### config.mk
export PLATFORM = sky130hd
export DESIGN_NAME = drt_diag_record
export DESIGN_NICKNAME = d
export VERILOG_FILES = /design/src/pkg/drt_pkg.sv /design/src/rtl/drt_diag_record.sv
export VERILOG_INCLUDE_DIRS = /design/src /design/src/pkg
export SDC_FILE = /design/constraint.sdc
export NUM_CORES = 1
export LEC_CHECK = 0
export BUFFER_PORTS_ARGS = -buffer_cell sky130_fd_sc_hd__buf_2
export CAP_MARGIN = 10
export CORE_UTILIZATION = 51
export CTS_BUF_LIST = sky130_fd_sc_hd__clkbuf_8
export CTS_CLUSTER_SIZE = 8
export DETAILED_ROUTE_END_ITERATION = 8
export PLACE_DENSITY = 0.82
export SETUP_SLACK_MARGIN = 0.3
export SLEW_MARGIN = 0
export SYNTH_ARGS = -nofsm -noshare
export SYNTH_HDL_FRONTEND = slang
export SYNTH_SLANG_ARGS = --single-unit
### constraint.sdc
create_clock -name clk_in -period 1.8 [get_ports clk_in]
set_input_delay 0.18 -clock clk_in [delete_from_list [all_inputs] [get_ports clk_in]]
set_output_delay 0.18 -clock clk_in [all_outputs]
set_load 0.05 [all_outputs]
### src/pkg/drt_defines.svh
// Constants of the diagnostic record and microsecond ticker block
// Overview of operation
// - A 32-bit counter advances once per microsecond as timestamp source.
// - Reset clears the counter to zero; counting starts at once.
// - At all ones the counter rolls to zero and keeps counting.
// - The 16-bit interrupt timestamp is the counter's low two bytes.
// - Incoming diagnostic interrupts are raised only while the enable parameter is set; going ones are not gated.
// - A new fault raises an incoming interrupt and presents the record.
// - When the fault clears a going interrupt follows without controller action.
// - Channel events between incoming and going interrupts are discarded.
// - The fault LED is lit from first incoming to last going interrupt.
// - Summary byte: bits 0,1,2,3,4,7 carry faults; bits 5 and 6 zero.
// - Extended byte: bit 3 buffer overflow, 4 communication, 6 lost interrupt.
// - Class byte holds analog class 0101b plus channel-info bit 4: 15h.
// - Channel type byte reads 71h for analog input; bit 7 zero.
// - Diagnostic bits per channel byte reads 08h.
// - Channel count byte reads 02h.
// - Group error byte: bit 0 group 0, bit 1 group 1, others zero.
// - Channel byte: bits 0,4,5,6,7 carry faults; bits 3 to 1 zero.
// - The 4-byte timestamp captures the counter when the event is recorded.
// - A short record with only the first four bytes has its own number.
`ifndef DRT_DEFINES_SVH
`define DRT_DEFINES_SVH
`define DRT_CLK_MHZ        40
`define DRT_US_TICKS       (`DRT_CLK_MHZ)
`define DRT_CLASS_INFO     8'h15
`define DRT_CHAN_KIND      8'h71
`define DRT_BITS_PER_CH    8'h08
`define DRT_CH_COUNT       8'h02
`define DRT_SPARE          8'h00
`define DRT_REC_SHORT      8'h00
`define DRT_REC_FULL       8'h01
`define DRT_SHORT_LEN      5'h04
`define DRT_FULL_LEN       5'h14
`define DRT_SUM_MASK       8'h9F
`define DRT_EXT_MASK       8'h58
`define DRT_CH_MASK        8'hF1
`define DRT_SUM_CHAN_BIT   3
`define DRT_IDX_SUMMARY    5'h00
`define DRT_IDX_CLASS      5'h01
`define DRT_IDX_SPARE      5'h02
`define DRT_IDX_EXT        5'h03
`define DRT_IDX_KIND       5'h04
`define DRT_IDX_BITS       5'h05
`define DRT_IDX_COUNT      5'h06
`define DRT_IDX_GROUP      5'h07
`define DRT_IDX_CH0        5'h08
`define DRT_IDX_CH1        5'h09
`define DRT_IDX_TS0        5'h10
`define DRT_IDX_TS1        5'h11
`define DRT_IDX_TS2        5'h12
`define DRT_IDX_TS3        5'h13
`endif

### src/pkg/drt_pkg.sv
// Types of the diagnostic record and microsecond ticker block
package drt_pkg;
  typedef enum logic [1:0] {DRT_IDLE, DRT_ACTIVE} drt_state_e;
  typedef logic [7:0] drt_byte_t;
endpackage

### src/rtl/drt_diag_record.sv
// Diagnostic record, fault LED and microsecond ticker of a two-channel analog input module
`timescale 1ns/1ps
`default_nettype none
`include "drt_defines.svh"
module drt_diag_record
  import drt_pkg::*;
#(
  parameter int US_TICKS = `DRT_US_TICKS
) (
  // Clock and reset
  input  wire logic        clk_in,
  input  wire logic        rst_in,
  // Parameter setting
  input  wire logic        diag_irq_enable_in,
  // Fault sources
  input  wire logic [7:0]  summary_faults_in,
  input  wire logic [7:0]  extended_faults_in,
  input  wire logic [7:0]  channel0_faults_in,
  input  wire logic [7:0]  channel1_faults_in,
  // Record read port
  input  wire logic        rec_read_in,
  input  wire logic [7:0]  record_set_number_in,
  input  wire logic [4:0]  object_index_in,
  output logic [7:0]       rec_data_out,
  output logic             rec_valid_out,
  // Interrupt and status
  output logic             diag_incoming_out,
  output logic             diag_going_out,
  output logic             module_fault_led_out,
  output logic [15:0]      irq_timestamp_low16_out,
  output logic [31:0]      us_counter_out
);

  // ************************************************************
  // Microsecond ticker
  // ************************************************************
  logic [5:0]  presc_ff;
  logic [31:0] us_ff;
  wire         us_tick = (presc_ff == 6'(US_TICKS - 1));

  // Wraps naturally at all ones, so no stop condition exists
  always_ff @(posedge clk_in) begin
    if (rst_in) begin
      presc_ff <= 6'h00;
      us_ff    <= 32'h0000_0000;
    end else begin
      presc_ff <= us_tick ? 6'h00 : presc_ff + 6'h01;
      if (us_tick) begin
        us_ff <= us_ff + 32'h0000_0001;
      end
    end
  end

  assign us_counter_out          = us_ff;
  assign irq_timestamp_low16_out = us_ff[15:0];

  // ************************************************************
  // Live fault view
  // ************************************************************
  wire [7:0] ch0_live = channel0_faults_in & `DRT_CH_MASK;
  wire [7:0] ch1_live = channel1_faults_in & `DRT_CH_MASK;
  wire [7:0] grp_live = {6'h00, |ch1_live, |ch0_live};
  wire [7:0] sum_base = summary_faults_in & `DRT_SUM_MASK & ~(8'h01 << `DRT_SUM_CHAN_BIT);
  wire [7:0] sum_live = sum_base | ({7'h00, |grp_live} << `DRT_SUM_CHAN_BIT);
  wire [7:0] ext_live = extended_faults_in & `DRT_EXT_MASK;
  wire       any_live = |{sum_live, ext_live, ch0_live, ch1_live};

  // ************************************************************
  // Incoming / going sequencer
  // ************************************************************
  drt_state_e state_ff;
  drt_state_e nxt_state;
  logic [7:0]  sum_ff;
  logic [7:0]  ext_ff;
  logic [7:0]  ch0_ff;
  logic [7:0]  ch1_ff;
  logic [31:0] ts_ff;
  logic        inc_ff;
  logic        go_ff;
  wire         start = any_live & diag_irq_enable_in;
  wire         finish = ~any_live;

  // Next state; once active, new events are ignored until all faults clear
  always_comb begin
    nxt_state = state_ff;
    case (state_ff)
      DRT_IDLE:   if (start) nxt_state = DRT_ACTIVE;
      DRT_ACTIVE: if (finish) nxt_state = DRT_IDLE;
      default:    nxt_state = DRT_IDLE;
    endcase
  end

  // Record is frozen at the incoming event, so later events are lost
  always_ff @(posedge clk_in) begin
    if (rst_in) begin
      state_ff <= DRT_IDLE;
      sum_ff   <= 8'h00;
      ext_ff   <= 8'h00;
      ch0_ff   <= 8'h00;
      ch1_ff   <= 8'h00;
      ts_ff    <= 32'h0000_0000;
      inc_ff   <= 1'b0;
      go_ff    <= 1'b0;
    end else begin
      state_ff <= nxt_state;
      inc_ff   <= (state_ff == DRT_IDLE) && (nxt_state == DRT_ACTIVE);
      go_ff    <= (state_ff == DRT_ACTIVE) && (nxt_state == DRT_IDLE);
      if ((state_ff == DRT_IDLE) && start) begin
        sum_ff <= sum_live;
        ext_ff <= ext_live;
        ch0_ff <= ch0_live;
        ch1_ff <= ch1_live;
        ts_ff  <= us_ff;
      end else if (go_ff) begin
        sum_ff <= 8'h00;
        ext_ff <= 8'h00;
        ch0_ff <= 8'h00;
        ch1_ff <= 8'h00;
      end
    end
  end

  assign diag_incoming_out    = inc_ff;
  assign diag_going_out       = go_ff;
  assign module_fault_led_out = (state_ff == DRT_ACTIVE);

  // ************************************************************
  // Record read port
  // ************************************************************
  wire [7:0] grp_rec = {6'h00, |ch1_ff, |ch0_ff};
  wire       is_short = (record_set_number_in == `DRT_REC_SHORT);
  wire       is_full  = (record_set_number_in == `DRT_REC_FULL);
  wire [4:0] rec_len  = is_short ? `DRT_SHORT_LEN : `DRT_FULL_LEN;
  wire       in_range = (is_short | is_full) && (object_index_in < rec_len);
  logic [7:0] sel_byte;
  logic [7:0] data_ff;
  logic       valid_ff;

  // Byte select; spare bytes read zero
  always_comb begin
    sel_byte = 8'h00;
    case (object_index_in)
      `DRT_IDX_SUMMARY: sel_byte = sum_ff;
      `DRT_IDX_CLASS:   sel_byte = `DRT_CLASS_INFO;
      `DRT_IDX_SPARE:   sel_byte = `DRT_SPARE;
      `DRT_IDX_EXT:     sel_byte = ext_ff;
      `DRT_IDX_KIND:    sel_byte = `DRT_CHAN_KIND;
      `DRT_IDX_BITS:    sel_byte = `DRT_BITS_PER_CH;
      `DRT_IDX_COUNT:   sel_byte = `DRT_CH_COUNT;
      `DRT_IDX_GROUP:   sel_byte = grp_rec;
      `DRT_IDX_CH0:     sel_byte = ch0_ff;
      `DRT_IDX_CH1:     sel_byte = ch1_ff;
      `DRT_IDX_TS0:     sel_byte = ts_ff[7:0];
      `DRT_IDX_TS1:     sel_byte = ts_ff[15:8];
      `DRT_IDX_TS2:     sel_byte = ts_ff[23:16];
      `DRT_IDX_TS3:     sel_byte = ts_ff[31:24];
      default:          sel_byte = 8'h00;
    endcase
  end

  // Registered answer one cycle after the read strobe
  always_ff @(posedge clk_in) begin
    if (rst_in) begin
      data_ff  <= 8'h00;
      valid_ff <= 1'b0;
    end else begin
      valid_ff <= rec_read_in;
      if (rec_read_in) begin
        data_ff <= in_range ? sel_byte : 8'h00;
      end
    end
  end

  assign rec_data_out  = data_ff;
  assign rec_valid_out = valid_ff;

endmodule
`default_nettype wire

### Yosys cells after proc, flatten, opt, wreduce, memory -nomap -nowiden

Index checks and enable logic that the tools add are counted.

| storage, ports and cells | value |
|---|---|
| bits in registers | 104 |
| output and inout port bits | 60 |

| operators by class | value |
|---|---|
| add/subtract/negate cells | 2 |
| $lt $le $gt $ge | 1 |
| eq/ne operators | 16 |
| mux-type cells | 13 |
| bitwise gates (word level) | 3 |
| reduce and logical (&&, ||, !) cells | 14 |

Operators by type and width:

| kind | number |
|---|---|
| $pmux W8 S13 | 1 |
| $mux W8 | 6 |
| $add A32 B1 Y32 const B | 1 |
| $reduce_or A21 Y1 | 1 |
| $eq A5 B3 Y1 const B | 4 |
| $eq A5 B5 Y1 const B | 4 |
| $mux W7 | 2 |
| $eq A5 B4 Y1 const B | 2 |
| $reduce_or A10 Y1 | 1 |
| $reduce_or A5 Y1 | 2 |
| $eq A8 B1 Y1 const B | 1 |
| $logic_not A8 Y1 | 1 |
| $or A8 B4 Y8 | 1 |
| $add A6 B1 Y6 const B | 1 |
| $eq A6 B6 Y1 const B | 1 |
| $eq A5 B1 Y1 const B | 1 |
| $eq A5 B2 Y1 const B | 1 |
| $logic_not A5 Y1 | 1 |
| $lt A5 B5 Y1 | 1 |
| $mux W5 | 1 |
| $eq A2 B1 Y1 const B | 2 |
| $logic_and A1 B1 Y1 | 4 |
| $logic_not A2 Y1 | 2 |
| $mux W2 | 2 |
| other kinds (5) | 5 |

### Longest topological paths before layout

| depth | value |
|---|---|
| depth in word-level cells | 8 |
| mapped depth | 8 |
| gate-level depth less buffers | 8 |

### Least setup slack after synthesis

Ideal clock, no wire load.

| path | value |
|---|---|
| path type | register to register |
| from | reg us_ff[5] (netlist: us_counter_out[5]) |
| to | reg us_ff[25] (netlist: us_counter_out[25]) |
| setup time | 0.128 ns |
| arrival time | 1.952 ns |
| data required time | 1.672 ns |
| slack | -0.279 ns |
| stages on the path, launching flop included | 7 |
| path buffers | 1 |
| period minus slack after synthesis | 2.079 ns |
| path through | dfxtp_1 nand4_2 or3_4 buf_6 nor4_2 xnor2_1 nor2_1 |

| between the ends | value |
|---|---|
| cells in the longest elaborated chain, start to end | 1 |

Ends and longest elaborated chain:

| what | RTL line | RTL |
|---|---|---|
| start, declared | drt_diag_record.sv:38 | `logic [31:0] us_ff;` |
| start signal, assigned | drt_diag_record.sv:49 | `us_ff <= us_ff + 32'h0000_0001;` |
| $add A32 B1 Y32 | drt_diag_record.sv:49 |  |

Every way passes these cells.
A chain may end at the register's enable or synchronous reset.

### Worst setup path after layout

| path | value |
|---|---|
| from | reg us_ff[11] (netlist: us_counter_out[11]) |
| to | reg us_ff[26] (netlist: us_counter_out[26]) |

The elaborated chain is that of the path after synthesis.

==> flow_results.org <==
** Floorplan
- Starting density of the core :: about 53%
- From left edge to right edge, the die measures around 100 um.
- 109 I/O pins were placed.
- Area enclosed by the die boundary :: about 9900 um^2
- The floorplan step set the die height to 99.3 um.
- The core region is slightly above 9000 um^2.
- Site Rows :: 35

** Pwr
- P per Cell Area :: approximately 640 nW/um^2
- Switching share of power :: between 20% and 30%
- Largest vdd supply drop :: 0.526 mV
- Design internal power :: a little under 3 mW
- Net switching component of the power :: approximately 1.0 mW
- Of the total power, combinational logic draws a little under a tenth.
- In this run the static leakage power is 2.46 nW.
- Overall power :: approximately 4 mW
- Sequential group share of total power :: between 50 and 60%
- Of the total power, the clock network draws around 33%.

** Timing
- Setup repair after global routing could not meet its margin everywhere.
- Relative slew slack :: about 67%
- In the post-route analysis, the smallest setup slack over all paths is between 9 and 10 ps.
- Fin crit share :: 99.5%
- The count of final max-slew check failures came to 0.
- Actual slew at the worst max-slew pin :: 498 ps
- Counting I/O delays and the setup requirement, the final critical path takes around 1800 ps.
- Setup violations remaining at the end of the flow were counted as 0.
- Across the routed clock network, the largest skew measured is approximately 20 ps.
- Timing would allow up to 559 MHz.
- Hold Vio Cnt, Final :: 0

** Flow run
- Number of maximum-capacitance constraint violations :: 0

** Logic synthesis
- Yosys mapped a number of flops with a built-in enable equal to 0.
- After technology mapping, the gate count stands at just under 600.
- The synthesized design spends more area on one cell type than any other, namely dfxtp_1.
- Post-synthesis cell type count :: just under 60
- Dominant register cell in the synthesized netlist :: dfxtp_1
- The average instance in the mapped netlist occupies roughly 8.3 um^2.
- Sequential elements use about 42% of the synthesized area.
- Share of async-settable or async-resettable flops after synthesis :: 0%
- Cell types with the highest counts after synthesis :: nand2_1 (108), dfxtp_1 (102), a21oi_1 (61)
- Number of warnings issued by yosys :: 0
- Share of the synthesized area in the top cell type :: between 40% and 50%
- Cell Area, Synth :: slightly below 5000 um^2
- The most common cell in the synthesized netlist is nand2_1.
- Post-synth net total :: 637
- Top post-synthesis cells by area :: dfxtp_1 (42%), nand2_1 (8.4%), a21oi_1 (6.3%), xnor2_1 (3.6%), nor2_1 (3.6%)
- Number of storage elements in the synthesis netlist :: approximately 100

** Routing
- Detailed-route via count :: ~4,600
- DRC violation total after the first TritonRoute iteration :: 250
- After detailed routing, the number of vias per cell comes to 5.73.
- In this run the remaining antenna-violating nets after routing total 0.
- First drt pass iteration count :: 5
- WL/cell :: 16.2 um
- The routed design has ~13 mm of wire.
- For this run, design rule violations remaining after detail routing come to 0.

** Placement
- Half-perimeter wire length of the detailed placement result :: ~8.9 mm
- Before CTS, the worst setup slack after placement is -50.7 ps.
- The congestion estimate from routability-driven global placement came to about 0.9.
- In this run the tool buffered the top-level ports with 94 buffer cells.
- Counting tap cells, the placed design contains a total of 771 instances.

** Clocking
- Number of buffers between clock root and the deepest sink :: 2
- Buffers inserted to repair hold after CTS numbered 0.
- Max H-tree Level :: 3
- Clock tree root buffer cell :: clkbuf_8
- Clock latency on the worst-skew pair :: ~370 ps
- Clock slew seen by the registers of the worst setup and hold paths :: about 110 ps
- The clock net in this run drives a total of between 100 and 150 sinks.
- TritonCTS buffer count :: 9
- TritonCTS built the clock tree.

** Setup path
- Counting both buffers and inverters, the worst setup path holds a total of 0.
- The worst setup path is launched from a flop.
- Required @ worst endpoint :: 2040 ps
- Longest individual stage delay on the worst path :: slightly below 500 ps
- Kind of capture point of the worst setup path :: flop
- Top delay family on crit path :: simple AND/OR/NAND/NOR gates
- In this run the worst path has a maximum fanout of 7.
- Arrival time worst endpoint :: 2030 ps
- Slowest-stage cell, CP :: or3_4
- Walking the worst path, the cells encountered are nand4_1 > or3_4 > nor4_2 > xnor2_1 > nor2_1.
- The critical path is of the reg -> reg type.

** Global route
- Global-route wire length before repair :: 20.0 mm
- Entering global routing, the biggest net connects between 50 and 60 pins.
- Global routing consumed, over all layers together, 25.5% of the routing resources.
- After global routing the overflow that remains totals 0.
- The initial antenna violation count was 0.
- The via count of the first global-routing pass was about 4,200.

** Layout
- 0 antenna diodes ended up in the layout.
- The net count of the finished layout is between 700 and 800.
- Share of final-layout standard cells stronger than drive strength 1 :: about a third
- The finished layout holds a little over 800 standard cells, fillers aside.
- Compared with the post-synthesis result, the final layout area differs by 27.5%.
- The layout has approximately 760 filler cells.
- Final standard cell utilization of the core :: between 60% and 70%

** Status
- The run finished with clean final reports.

** Min path
- Worst min-delay path class :: in -> reg
==> placed cells by master, fill, tap and decap left out, types with 4 or more instances in the layout <==
| cell type | count |
|---|---|
| dfxtp_4 | 19 |
| o21ai_0 | 4 |
| xnor2_1 | 20 |
| dfxtp_1 | 73 |
| a21oi_2 | 4 |
| and4_1 | 5 |
| nor3_4 | 4 |
| nand4_1 | 13 |
| a21oi_1 | 57 |
| buf_2 | 92 |
| nor4_2 | 8 |
| nand3_1 | 30 |
| buf_6 | 9 |
| nor3_1 | 9 |
| clkbuf_8 | 10 |
| nor2_1 | 45 |
| inv_1 | 9 |
| nor2b_1 | 8 |
| nor4_1 | 6 |
| buf_4 | 42 |
| buf_12 | 4 |
| xor2_1 | 13 |
| nand2_1 | 108 |
| mux2i_1 | 8 |
| dfxtp_2 | 10 |
| mux2_2 | 7 |
| and3_1 | 6 |
==> layer usage <==
| metal | wire length (um) | GRT usage (%) | up-vias |
|---|---|---|---|
| met4 | 280 | 11.3 | 0 |
| met1 | 5800 | 33.3 | 2204 |
| li1 | - | - | 2245 |
| met3 | 694 | 4.29 | 28 |
| met5 | 0 | 0 | - |
| met2 | 6280 | 41.4 | 154 |
==> cells by family (layout without fill, tap and decap cells) <==
logic type	count (synthesis)	count (layout)	share of synthesized area (%)
other cells	1	1	0.0776
simple gates	274	275	29.0
mux	16	16	3.76
flops	102	102	42.3
xor+xnor	33	33	5.98
fa+ha+maj	3	3	0.777
compound gates	95	95	11.7
buf+inv	61	172	6.50
==> worst register-to-register path: cells and delay by family, from the launching register on <==
family           cells  cell delay, ps
flip-flops           1             380
XOR/XNOR             1             170
AND/OR/NAND/NOR      4            1120
==> metrics by stage <==
stage	TNS, ps	hold slack (ps)	area [um^2]
3_5_place_dp	-302	429	5590
4_1_cts	0	46.4	5880
6_report	0	53.1	6160
3_3_place_gp	-55.1	420	5590
5_1_grt	-145	53.4	6160
2_1_floorplan	0	316	4960
==> sequential cells by signal, summed over array words and instances, names as in the netlist, 2 cells and up <==
register and count:
rec_data_out 8, ext_ff 3, us_counter_out 32, state_ff 2, ch1_ff 5, presc_ff 6, ch0_ff 5, sum_ff 6
ts_ff 32
==> what timing repair did <==
action,CTS,global route
endpoints found under the hold margin,0,0
gates cloned,0,2
gates resized for setup,12,35
setup buffers,6,13
pin swaps,4,12
endpoints found under the setup margin,29,39
==> layout make-up <==
cell class | instances | area (um^2) | area share, %
clock inverters | 6 | 32.5 | 0.528
inverters | 7 | 26.3 | 0.427
clock buffers | 10 | 138 | 2.23
flip-flops and latches | 102 | 2130 | 34.5
multi-input cells | 423 | 2710 | 44.0
repair buffers | 149 | 990 | 16.1
well taps | 111 | 139 | 2.25
==> power by group through the flow <==
stage | clock network [mW] | registers (mW) | logic (mW)
final | 1.30 | 2.28 | 0.364
after global routing | 1.42 | 2.28 | 0.394
after CTS | 1.31 | 2.28 | 0.337
after detailed placement | 0 | 2.33 | 0.327
after global placement | 0 | 2.33 | 0.320
after floorplan | 0 | 2.33 | 0.191
==> path summary, 6_finish.rpt <==
kind / cells after the start / start / end / slack, ps
max: 5 / us_counter_out[11] / us_counter_out[26] / 10
min: 3 / summary_faults_in[1] / sum_ff[1] / 50
max reg2reg: 5 / us_counter_out[11] / us_counter_out[26] / 10
min reg2reg: 2 / ts_ff[15] / ts_ff[15] / 460
(Power assumes the default switching activity.)
